## src/hdl/bsd_pkg.sv

```systemverilog
// Purpose: Shared types and constants for the branch and skip decoder
// Assumes: 16-bit word program counter, 8-bit operands, 32-bit Wishbone
// Notes:   Opcode values are an internal code, not the instruction words
package bsd_pkg;

  // Widths
  localparam int PC_W   = 16;  // Program counter width in words
  localparam int OFF_W  = 7;   // Relative branch offset width
  localparam int CNT_W  = 16;  // Event counter width

  // Program counter and event counter steps
  localparam logic [PC_W-1:0] PC_STEP   = 16'h0001; // Plain advance
  localparam logic [PC_W-1:0] SKIP_BASE = 16'h0002; // Skip a one-word op
  localparam logic [CNT_W-1:0] CNT_ONE  = 16'h0001; // Counter increment

  // Status flag positions
  localparam int FLAG_C = 0;   // Unsigned overflow flag
  localparam int FLAG_Z = 1;   // Equality result flag
  localparam int FLAG_N = 2;   // Result sign flag

  // Wishbone register byte offsets
  localparam logic [7:0] REG_CTRL  = 8'h00;  // Control
  localparam logic [7:0] REG_STAT  = 8'h04;  // Status
  localparam logic [7:0] REG_EXEC  = 8'h08;  // Executed count
  localparam logic [7:0] REG_TAKEN = 8'h0C;  // Taken or skipped count

  // Register field positions and reset values
  localparam int CTRL_EN_BIT    = 0;  // Decoder enable
  localparam int CTRL_CLR_BIT   = 1;  // Counter clear, self-clearing
  localparam int STAT_BUSY_BIT  = 0;  // Instruction in flight
  localparam int STAT_TAKEN_BIT = 1;  // Last outcome taken
  localparam int STAT_OP_LSB    = 4;  // Last opcode field
  localparam logic CTRL_EN_RST  = 1'b1;

  // Internal opcode code
  typedef enum logic [3:0] {
    OP_NONE              = 4'h0,
    OP_SKIP_REG_BIT_LOW  = 4'h1,
    OP_SKIP_REG_BIT_HIGH = 4'h2,
    OP_SKIP_IO_BIT_LOW   = 4'h3,
    OP_SKIP_IO_BIT_HIGH  = 4'h4,
    OP_BRANCH_FLAG_BIT_HIGH = 4'h5,
    OP_BRANCH_FLAG_BIT_LOW  = 4'h6,
    OP_BRANCH_EQUAL      = 4'h7,
    OP_BRANCH_UNEQUAL    = 4'h8,
    OP_BRANCH_OVERFLOW_HIGH = 4'h9,
    OP_BRANCH_OVERFLOW_LOW  = 4'hA,
    OP_BRANCH_SAME_OR_ABOVE = 4'hB,
    OP_BRANCH_BELOW      = 4'hC,
    OP_BRANCH_NEGATIVE   = 4'hD,
    OP_BRANCH_POSITIVE   = 4'hE
  } bsd_op_e;

  // Execution states, Gray along idle, hold, last
  typedef enum logic [1:0] {
    ST_IDLE = 2'h0,
    ST_HOLD = 2'h1,
    ST_LAST = 2'h3
  } bsd_st_e;

  // Request from the core
  typedef struct packed {
    logic             valid;     // Instruction present
    bsd_op_e          op;        // Decoded operation
    logic [2:0]       bit_sel;   // Bit or flag select
    logic [7:0]       reg_val;   // General register read port
    logic [7:0]       io_val;    // I/O register read port
    logic [7:0]       flags;     // status_flags_register value
    logic [OFF_W-1:0] offset;    // Signed relative offset
    logic [PC_W-1:0]  pc;        // Address of this instruction
    logic             next_two;  // Following instruction is two words
  } bsd_req_s;

  // Answer to the core
  typedef struct packed {
    logic            done;       // Last cycle of the instruction
    logic            taken;      // Branch taken or skip done
    logic [PC_W-1:0] pc_next;    // New program counter
    logic [7:0]      flags;      // Flags handed back untouched
  } bsd_rsp_s;

endpackage : bsd_pkg

```

## src/hdl/bsd_decode.sv

```systemverilog
// Purpose: Conditional skip and relative branch decode and execute
// Assumes: Core holds req stable only for the cycle it is accepted
// Notes:   Wishbone classic slave for control, status and counters
//
// Contract
// - Register bit clear skips next, PC plus 2/3
// - Register bit set skips next, PC plus 2/3
// - I/O bit clear skips next, PC plus 2/3
// - I/O bit set skips next, PC plus 2/3
// - Flag bit set branches to PC plus k+1
// - Flag bit clear branches to PC plus k+1
// - Equal branches when zero flag set
// - Unequal branches when zero flag clear
// - Overflow high branches when carry set
// - Overflow low branches when carry clear
// - Same-or-above and below alias carry branches
// - Negative branches when sign flag set
// - Positive branches when sign flag clear
// - Status flags are never modified
// - Skips take 1, 2 or 3 cycles
// - Branches take 1 or 2 cycles
//
// The Wishbone register port and the address map are this design's own decisions.
`timescale 1ns/10ps
`default_nettype none

module bsd_decode
  import bsd_pkg::*;
(
  input  wire logic        clk_sys,
  input  wire logic        nrst,
  input  wire bsd_req_s    req,
  output var  bsd_rsp_s    rsp,
  output var  logic        busy,
  input  wire logic        wb_cyc_i,
  input  wire logic        wb_stb_i,
  input  wire logic        wb_we_i,
  input  wire logic [7:0]  wb_adr_i,
  input  wire logic [3:0]  wb_sel_i,
  input  wire logic [31:0] wb_dat_i,
  output var  logic [31:0] wb_dat_o,
  output var  logic        wb_ack_o
);

  // Whole module state
  typedef struct packed {
    bsd_st_e          st;        // Execution state
    bsd_rsp_s         rsp;       // Registered answer
    logic             busy;      // Instruction in flight
    logic             en;        // Control enable
    logic             taken;     // Held outcome
    logic [PC_W-1:0]  pc_next;   // Held target
    logic [7:0]       flags;     // Held flags
    bsd_op_e          last_op;   // Last accepted opcode
    logic [CNT_W-1:0] exec_cnt;  // Accepted instructions
    logic [CNT_W-1:0] take_cnt;  // Taken branches and skips
    logic             ack;       // Wishbone acknowledge
    logic [31:0]      rdat;      // Wishbone read data
  } bsd_state_s;

  bsd_state_s       cur;         // Registered state
  bsd_state_s       next_cur;    // Next state
  logic             acc;         // Request accepted this cycle
  logic             bit_reg;     // Selected general register bit
  logic             bit_io;      // Selected I/O register bit
  logic             bit_flag;    // Selected status flag bit
  logic             is_skip;     // Operation is a skip
  logic             cond;        // Skip or branch condition met
  logic [PC_W-1:0]  off_ext;     // Sign-extended offset
  logic [PC_W-1:0]  tgt_rel;     // Relative branch target
  logic [PC_W-1:0]  tgt_skip;    // Skip target
  logic [PC_W-1:0]  tgt_fall;    // Fall-through target
  logic             wb_req;      // New Wishbone access
  logic             ctrl_wr;     // Write to control byte 0

  // Bit selection and targets
  always_comb
  begin
    bit_reg  = req.reg_val[req.bit_sel];
    bit_io   = req.io_val[req.bit_sel];
    bit_flag = req.flags[req.bit_sel];
    off_ext  = {{(PC_W-OFF_W){req.offset[OFF_W-1]}}, req.offset};
    tgt_rel  = req.pc + off_ext + PC_STEP;
    tgt_skip = req.pc + SKIP_BASE + PC_W'(req.next_two);
    tgt_fall = req.pc + PC_STEP;
  end

  // Condition decode per operation
  always_comb
  begin
    is_skip = 1'b0;
    cond    = 1'b0;
    case (req.op)
      OP_SKIP_REG_BIT_LOW:
      begin
        is_skip = 1'b1;
        cond    = !bit_reg;
      end
      OP_SKIP_REG_BIT_HIGH:
      begin
        is_skip = 1'b1;
        cond    = bit_reg;
      end
      OP_SKIP_IO_BIT_LOW:
      begin
        is_skip = 1'b1;
        cond    = !bit_io;
      end
      OP_SKIP_IO_BIT_HIGH:
      begin
        is_skip = 1'b1;
        cond    = bit_io;
      end
      OP_BRANCH_FLAG_BIT_HIGH: cond = bit_flag;
      OP_BRANCH_FLAG_BIT_LOW:  cond = !bit_flag;
      OP_BRANCH_EQUAL:         cond = req.flags[FLAG_Z];
      OP_BRANCH_UNEQUAL:       cond = !req.flags[FLAG_Z];
      OP_BRANCH_OVERFLOW_HIGH,
      OP_BRANCH_BELOW:         cond = req.flags[FLAG_C];
      OP_BRANCH_OVERFLOW_LOW,
      OP_BRANCH_SAME_OR_ABOVE: cond = !req.flags[FLAG_C];
      OP_BRANCH_NEGATIVE:      cond = req.flags[FLAG_N];
      OP_BRANCH_POSITIVE:      cond = !req.flags[FLAG_N];
      default:                 cond = 1'b0;
    endcase
  end

  // Acceptance and bus decode
  always_comb
  begin
    acc     = (cur.st == ST_IDLE) && cur.en && req.valid &&
              (req.op != OP_NONE);
    wb_req  = wb_cyc_i && wb_stb_i && !cur.ack;
    ctrl_wr = wb_req && wb_we_i && wb_sel_i[0] && (wb_adr_i == REG_CTRL);
  end

  // Next state
  always_comb
  begin
    next_cur          = cur;
    next_cur.rsp.done = 1'b0;
    next_cur.ack      = 1'b0;
    // Counter clear first, so a same-cycle count still lands
    if (ctrl_wr && wb_dat_i[CTRL_CLR_BIT])
    begin
      next_cur.exec_cnt = '0;
      next_cur.take_cnt = '0;
    end
    if (ctrl_wr)
    begin
      next_cur.en = wb_dat_i[CTRL_EN_BIT];
    end
    case (cur.st)
      // Take a new instruction
      ST_IDLE:
      begin
        if (acc)
        begin
          next_cur.last_op  = req.op;
          next_cur.taken    = cond;
          next_cur.flags    = req.flags;
          next_cur.exec_cnt = next_cur.exec_cnt + CNT_ONE;
          if (cond)
          begin
            next_cur.take_cnt = next_cur.take_cnt + CNT_ONE;
          end
          if (!cond)
          begin
            // Not taken: one cycle, fall through
            next_cur.rsp.done    = 1'b1;
            next_cur.rsp.taken   = 1'b0;
            next_cur.rsp.pc_next = tgt_fall;
            next_cur.rsp.flags   = req.flags;
          end
          else if (is_skip)
          begin
            // Skip: two cycles, three past a two-word op
            next_cur.pc_next = tgt_skip;
            next_cur.st      = req.next_two ? ST_HOLD : ST_LAST;
            next_cur.busy    = 1'b1;
          end
          else
          begin
            // Taken branch: two cycles
            next_cur.pc_next = tgt_rel;
            next_cur.st      = ST_LAST;
            next_cur.busy    = 1'b1;
          end
        end
      end
      // Extra cycle for a two-word skip
      ST_HOLD:
      begin
        next_cur.st = ST_LAST;
      end
      // Final cycle, hand back the answer
      ST_LAST:
      begin
        next_cur.st          = ST_IDLE;
        next_cur.busy        = 1'b0;
        next_cur.rsp.done    = 1'b1;
        next_cur.rsp.taken   = cur.taken;
        next_cur.rsp.pc_next = cur.pc_next;
        next_cur.rsp.flags   = cur.flags;
      end
      default:
      begin
        next_cur.st   = ST_IDLE;
        next_cur.busy = 1'b0;
      end
    endcase
    // Wishbone answer, one cycle after the strobe
    if (wb_req)
    begin
      next_cur.ack  = 1'b1;
      next_cur.rdat = '0;
      case (wb_adr_i)
        REG_CTRL:  next_cur.rdat[CTRL_EN_BIT] = cur.en;
        REG_STAT:
        begin
          next_cur.rdat[STAT_BUSY_BIT]  = cur.busy;
          next_cur.rdat[STAT_TAKEN_BIT] = cur.taken;
          next_cur.rdat[STAT_OP_LSB +: 4] = cur.last_op;
        end
        REG_EXEC:  next_cur.rdat[CNT_W-1:0] = cur.exec_cnt;
        REG_TAKEN: next_cur.rdat[CNT_W-1:0] = cur.take_cnt;
        default:   next_cur.rdat = '0;
      endcase
    end
  end

  // State register
  always_ff @(posedge clk_sys)
  begin
    if (!nrst)
    begin
      cur    <= '0;
      cur.st <= ST_IDLE;
      cur.en <= CTRL_EN_RST;
    end
    else
    begin
      cur <= next_cur;
    end
  end

  // Outputs straight from state
  always_comb
  begin
    rsp      = cur.rsp;
    busy     = cur.busy;
    wb_dat_o = cur.rdat;
    wb_ack_o = cur.ack;
  end
endmodule : bsd_decode

`default_nettype wire

```

## config.mk

```make
export PLATFORM = sky130hd
export DESIGN_NAME = bsd_decode
export DESIGN_NICKNAME = d
export VERILOG_FILES = /design/src/hdl/bsd_pkg.sv /design/src/hdl/bsd_decode.sv
export SDC_FILE = /design/constraint.sdc
export NUM_CORES = 1
export LEC_CHECK = 0
export BUFFER_PORTS_ARGS = -buffer_cell sky130_fd_sc_hd__buf_2
export CELL_PAD_IN_SITES_DETAIL_PLACEMENT = 1
export CELL_PAD_IN_SITES_GLOBAL_PLACEMENT = 1
export CORE_MARGIN = 5
export CORE_UTILIZATION = 40
export CTS_CLUSTER_SIZE = 16
export DETAILED_ROUTE_END_ITERATION = 16
export PLACE_DENSITY_LB_ADDON = 0.15
export SLEW_MARGIN = 20
export SYNTH_ARGS = -nofsm -noshare
export SYNTH_HDL_FRONTEND = slang
export SYNTH_SLANG_ARGS = --single-unit
```

## constraint.sdc

```tcl
create_clock -name clk_sys -period 3.07 [get_ports clk_sys]
set_input_delay 0.1535 -clock clk_sys [delete_from_list [all_inputs] [get_ports clk_sys]]
set_output_delay 0.1535 -clock clk_sys [all_outputs]
set_load 0.03 [all_outputs]
```

# Word level (Yosys, flattened, before mapping)
# Index checks and enable logic that the tools add are counted.
# totals
reg_bits	108
# classes
add_sub_neg	7
order_cmp	1
eq_ne	22
n_mux	28
bitwise_logic	1
n_reduce_logical	28
# op_table
op	n
$mux W32	3
$add A16 B1 Y16 const B	4
$pmux W26 S2	1
$mux W33	1
$mux W16	2
$mux W29	1
$eq A4 B4 Y1 const B	7
$mux W26	1
$add A16 B1 Y16	1
$add A16 B16 Y16	1
$add A16 B2 Y16 const B	1
$eq A4 B3 Y1 const B	4
$eq A8 B4 Y1 const B	2
$pmux W8 S2	1
$pmux W1 S12	1
$pmux W4 S3	1
$bmux W1 S3	3
$logic_and A1 B1 Y1	9
$reduce_and A3 Y1	3
$eq A4 B2 Y1 const B	2
$eq A8 B3 Y1 const B	1
$logic_not A8 Y1	1
$pmux W2 S2	2
$logic_not A1 Y1	7
17 further kinds	27

# Longest topological paths before layout
# depth
depth_word	11
ltp_mapped	14
ltp_nobuf	11

# Worst setup path after synthesis
# Ideal clock, no wire load.
# synth_path
path_kind	in2reg
from	input wb_adr_i[2]
to	register cur[55] (netlist bit)
setup_time_ns	0.065
t_arrival_ns	2.742
t_required_ns	3.005
path_slack_ns	0.262
path_stages	13
path_cell_list	clkbuf_1 > or4bb_1 > nor4_1 > nand2_1 > buf_2 > and2_1 > ha_1 > nand2_1 > nor3_1 > and3_1 > clkbuf_1 > mux2_2 > nor2_1
# synth_via
elab_chain_cells	7
# synth_lines
item	line_no	source
from (decl)	bsd_decode.sv:38	input wire logic [7:0] wb_adr_i,
$logic_not A8 Y1 (*)	bsd_decode.sv:134	ctrl_wr = wb_req && wb_we_i && wb_sel_i[0] && (wb_adr_i == REG_CTRL);
$logic_and A1 B1 Y1 (*)	bsd_decode.sv:134	
$logic_and A1 B1 Y1 (*)	bsd_decode.sv:144	if (ctrl_wr && wb_dat_i[CTRL_CLR_BIT])
$mux W32 (*)	bsd_decode.sv:144	
$add A16 B1 Y16	bsd_decode.sv:162	next_cur.exec_cnt = next_cur.exec_cnt + CNT_ONE;
$mux W32	bsd_decode.sv:157	if (acc)
$mux W32 (*)	bsd_decode.sv:153	case (cur.st)
to (signal assigned)	bsd_decode.sv:243	cur <= next_cur;
to (decl)	bsd_decode.sv:61	bsd_state_s cur;
# Every way passes the cells marked *; elsewhere a longest branch is shown, timed or not.
# A chain may end at the register's enable or synchronous reset.

# Final worst setup path
# layout_path
from	register cur[122] (netlist bit)
to	register cur (netlist bit rsp[8])
# layout_via
elab_chain_cells	6
# layout_lines
item	line_no	source
$logic_not A2 Y1	bsd_decode.sv:131, bsd_decode.sv:153	
$logic_and A1 B1 Y1 (3 in series)	bsd_decode.sv:131	acc = (cur.st == ST_IDLE) && cur.en && req.valid &&
$ne A2 B2 Y1 (no source line)	n/a	
$reduce_and A3 Y1 (no source line)	n/a	
# Several ways; a longest one is shown, not always the timed one.

==> flow_summary.toml <==
[outcome]
outcome = "completed"

[timing]
max_freq_ghz = 0.3682
finalCritPeriodShare_pct = 88.47
setup_tns_ps = 0
grt_setup_unrepaired = "no"
timing.max_slew.rel_slack_pct = 38.97
fin_crit_ps = 2716
finalClockSkew_ps = 8.123
timing_hold_violations_final = 0
final-max-slew-violation-count = 0
setup-violations-final = 0
tightestPinTransition_ps = 913.6

[clock_network]
holdBufCountCts = 0
cts_resized = 0
cts-root-buf = "clkbuf_16"
htree_levels = 3
tritoncts_num_sinks = 108
cts.repair_timing.setup_buffer_count = 0
clock_insertion_delay_worst_skew_ps = 360
cts_tree = "yes"
clk_pin_slew_ps = 80
number_of_buffers_created_by_cts = 9
cts-root-to-sink-buffers = 2

[placed_design]
post-place-cells = 1134
port_buffers = 115
detailedPlacementHpwl_um = 16180
post_place_cell_area_sq_um = 7387
gpl.final_weighted_congestion = 0.8598

[routing]
drt-total-wl_um = 21270
drt-wirelength-per-cell_um = 18.50
post_drt_via_cell_ratio = 5.614
drt-initial-drc-count = 284
post_route_ant_nets = 0
drt_drc_violations_left = 0
first_pass_iters = 5
num_vias = 6456

[yosys]
ys_dominant_reg_cell = "dfxtp_1"
synth.avg_cell_area_sq_um = 8.034
syn_warnings = 0
yosysUniqueCellTypes = 73
postSynth.asyncResetShare_pct = 0
sequential_area_share_after_synthesis_pct = 31.29
synthesis.instances = 860
synth_seq_cells = 108
mappedNetlistArea_sq_um = 6909
number_of_synthesized_flops_with_an_enable_pin = 0

[hold_path]
timing.hold.worst.class = "input port to flop"
hold_depth = 3

[layout]
flow.area_growth_from_synthesis_pct = 11.08
final_core_utilization_pct = 44.84
num-nets-final = 1049
n_antenna_cell = 0
layout-drive-gt1-share_pct = 19.78
layout.cell_area.non_filler_sq_um = 7675
layout.cells.non_filler = 1150

[floorplan]
initial_utilization_pct = 40.37
die_w_um = 141.4
core_sq_um = 17120
top_level_ports = 165
die_area_sq_um = 20000
die_y_um = 141.4
placement_rows = 48

[pwr]
ir_drop_v = 0.0003335
powerDensity_nw_per_um2 = 560.8
cellLeakagePower_nw = 3.193

[critical_path]
cp-start-kind = "flop"
crit_path_max_fanout = 10
reg2reg_depth = 8
cp.arrival_ps = 3020
cp-end-kind = "flop"
worst-endpoint-required_ps = 3380
timing.setup.critical_path_class = "flop to flop"

[global_routing]
maximum_number_of_pins_on_one_net_before_global_route_repair = 36
antenna_found_initial = 1
grt_usage_pct = 21.12
grt_remaining_overflow = 0
wire_length_of_the_first_global_routing_pass_um = 34360
first_global_vias = 6638

[job]
timing.max_cap.violations = 0
## synth_stat cells (6+ instances only)
library cell  instances  area [sq um]
xor2_1               24         210.2
dfxtp_1             108          2162
and3_1               12         75.07
buf_2                11         55.05
nand4_1               9         56.30
a22oi_1               9         67.56
nor3_1               15         75.07
o21ai_0              33         165.2
a21o_1                6         45.04
nand2_1              74         277.8
a21oi_1              57         285.3
nand3_1              62         310.3
o211ai_1             25         187.7
inv_1                22         82.58
buf_4                59         442.9
or4_1                 7         52.55
nor2_1               87         326.6
nor2b_1              15         93.84
or3_1                10         62.56
a22o_1                6         52.55
o21a_1                7         52.55
nand4b_1              8         70.07
mux2i_1              25         250.2
mux2_2                7         78.83
ha_1                 23         287.8
xnor2_1              20         175.2
clkbuf_1             33         123.9
## sequential cells by signal, indices dropped and copies added (netlist names)
signal / cells
wb_dat_o: 16
busy: 1
cur: 64
wb_ack_o: 1
rsp: 26
## critical path: stages, from the launching register on
cell	delay, ps
dfxtp_1	340
inv_1	80
ha_1	280
and3_1	520
o31a_1	250
nand3_1	130
o22a_1	350
a21boi_1	500
a22o_1	220
## path summary, 6_finish.rpt
check	start	to	slack, ps
setup / recovery	cur[122]	rsp[8]	350
hold / removal	wb_dat_i[0]	cur[94]	40
setup reg to reg	cur[122]	rsp[8]	350
hold reg to reg	cur[81]	cur[81]	460
## logic make-up after synthesis
group,count (synthesis),share of synthesized area (%)
AOI/OAI and AO/OA,191,18.33
xor gates and xnor gates,44,5.578
adders and majority gates,24,4.455
buffers and inverters,129,10.52
DFF,108,31.29
muxes,38,6.610
other,1,0.05428
and+or+nand+nor,325,23.16
## cell type report
type                            count  area, sq um
Fill cell                        2124         9442
Multi-Input combinational cell    638         4090
Sequential cell                   108         2162
Timing Repair Buffer              141        770.7
Tap cell                          225        281.5
Clock buffer                        9        225.2
Inverter                           22        82.58
Clock inverter                      7        62.56
## routing by layer
| metal | global-route usage [%] | routed length (um) | up-vias |
|---|---|---|---|
| met5 | 0 | 7 | - |
| met4 | 5.808 | 235 | 2 |
| met2 | 34.64 | 9793 | 146 |
| li1 | - | - | 3126 |
| met1 | 28.83 | 10170 | 3163 |
| met3 | 3.505 | 1064 | 19 |
## placed cells by master (no fill, tap or decap), types with 8 or more instances in the layout
cell type  instances
xnor2_1           20
nand4b_1           8
a21oi_1           57
mux2i_1           25
nor3_1            15
buf_4             26
xor2_1            24
o21ai_0           33
or3_1             10
nor2_1            87
nand3_1           62
nor2b_1           15
o211ai_1          25
ha_1              23
conb_1            16
and3_1            12
nand4_1            9
buf_2            115
nand2_1           74
clkbuf_16          9
dfxtp_1          108
a22oi_1            9
inv_1             22
## where the power goes
part           total [mW]  internal (mW)  leakage, nW  switching [mW]
clock                1.15          0.564        0.135           0.582
combinational        1.46          0.485         2.18           0.979
sequential           1.69           1.57        0.878           0.119
## metrics by stage
step / hold WS, ps / total power [mW] / worst slack [ps]
final: 36.15 / 4.304 / 353.8
after global routing: 45.79 / 4.545 / 154.7
after CTS: 16.79 / 4.336 / 364.7
after detailed placement: 391.0 / 3.181 / 179.6
after global placement: 398.1 / 3.125 / 278.5
after floorplan: 265.8 / 2.807 / 262.5
Note: power is estimated with default switching activity, not from simulation.
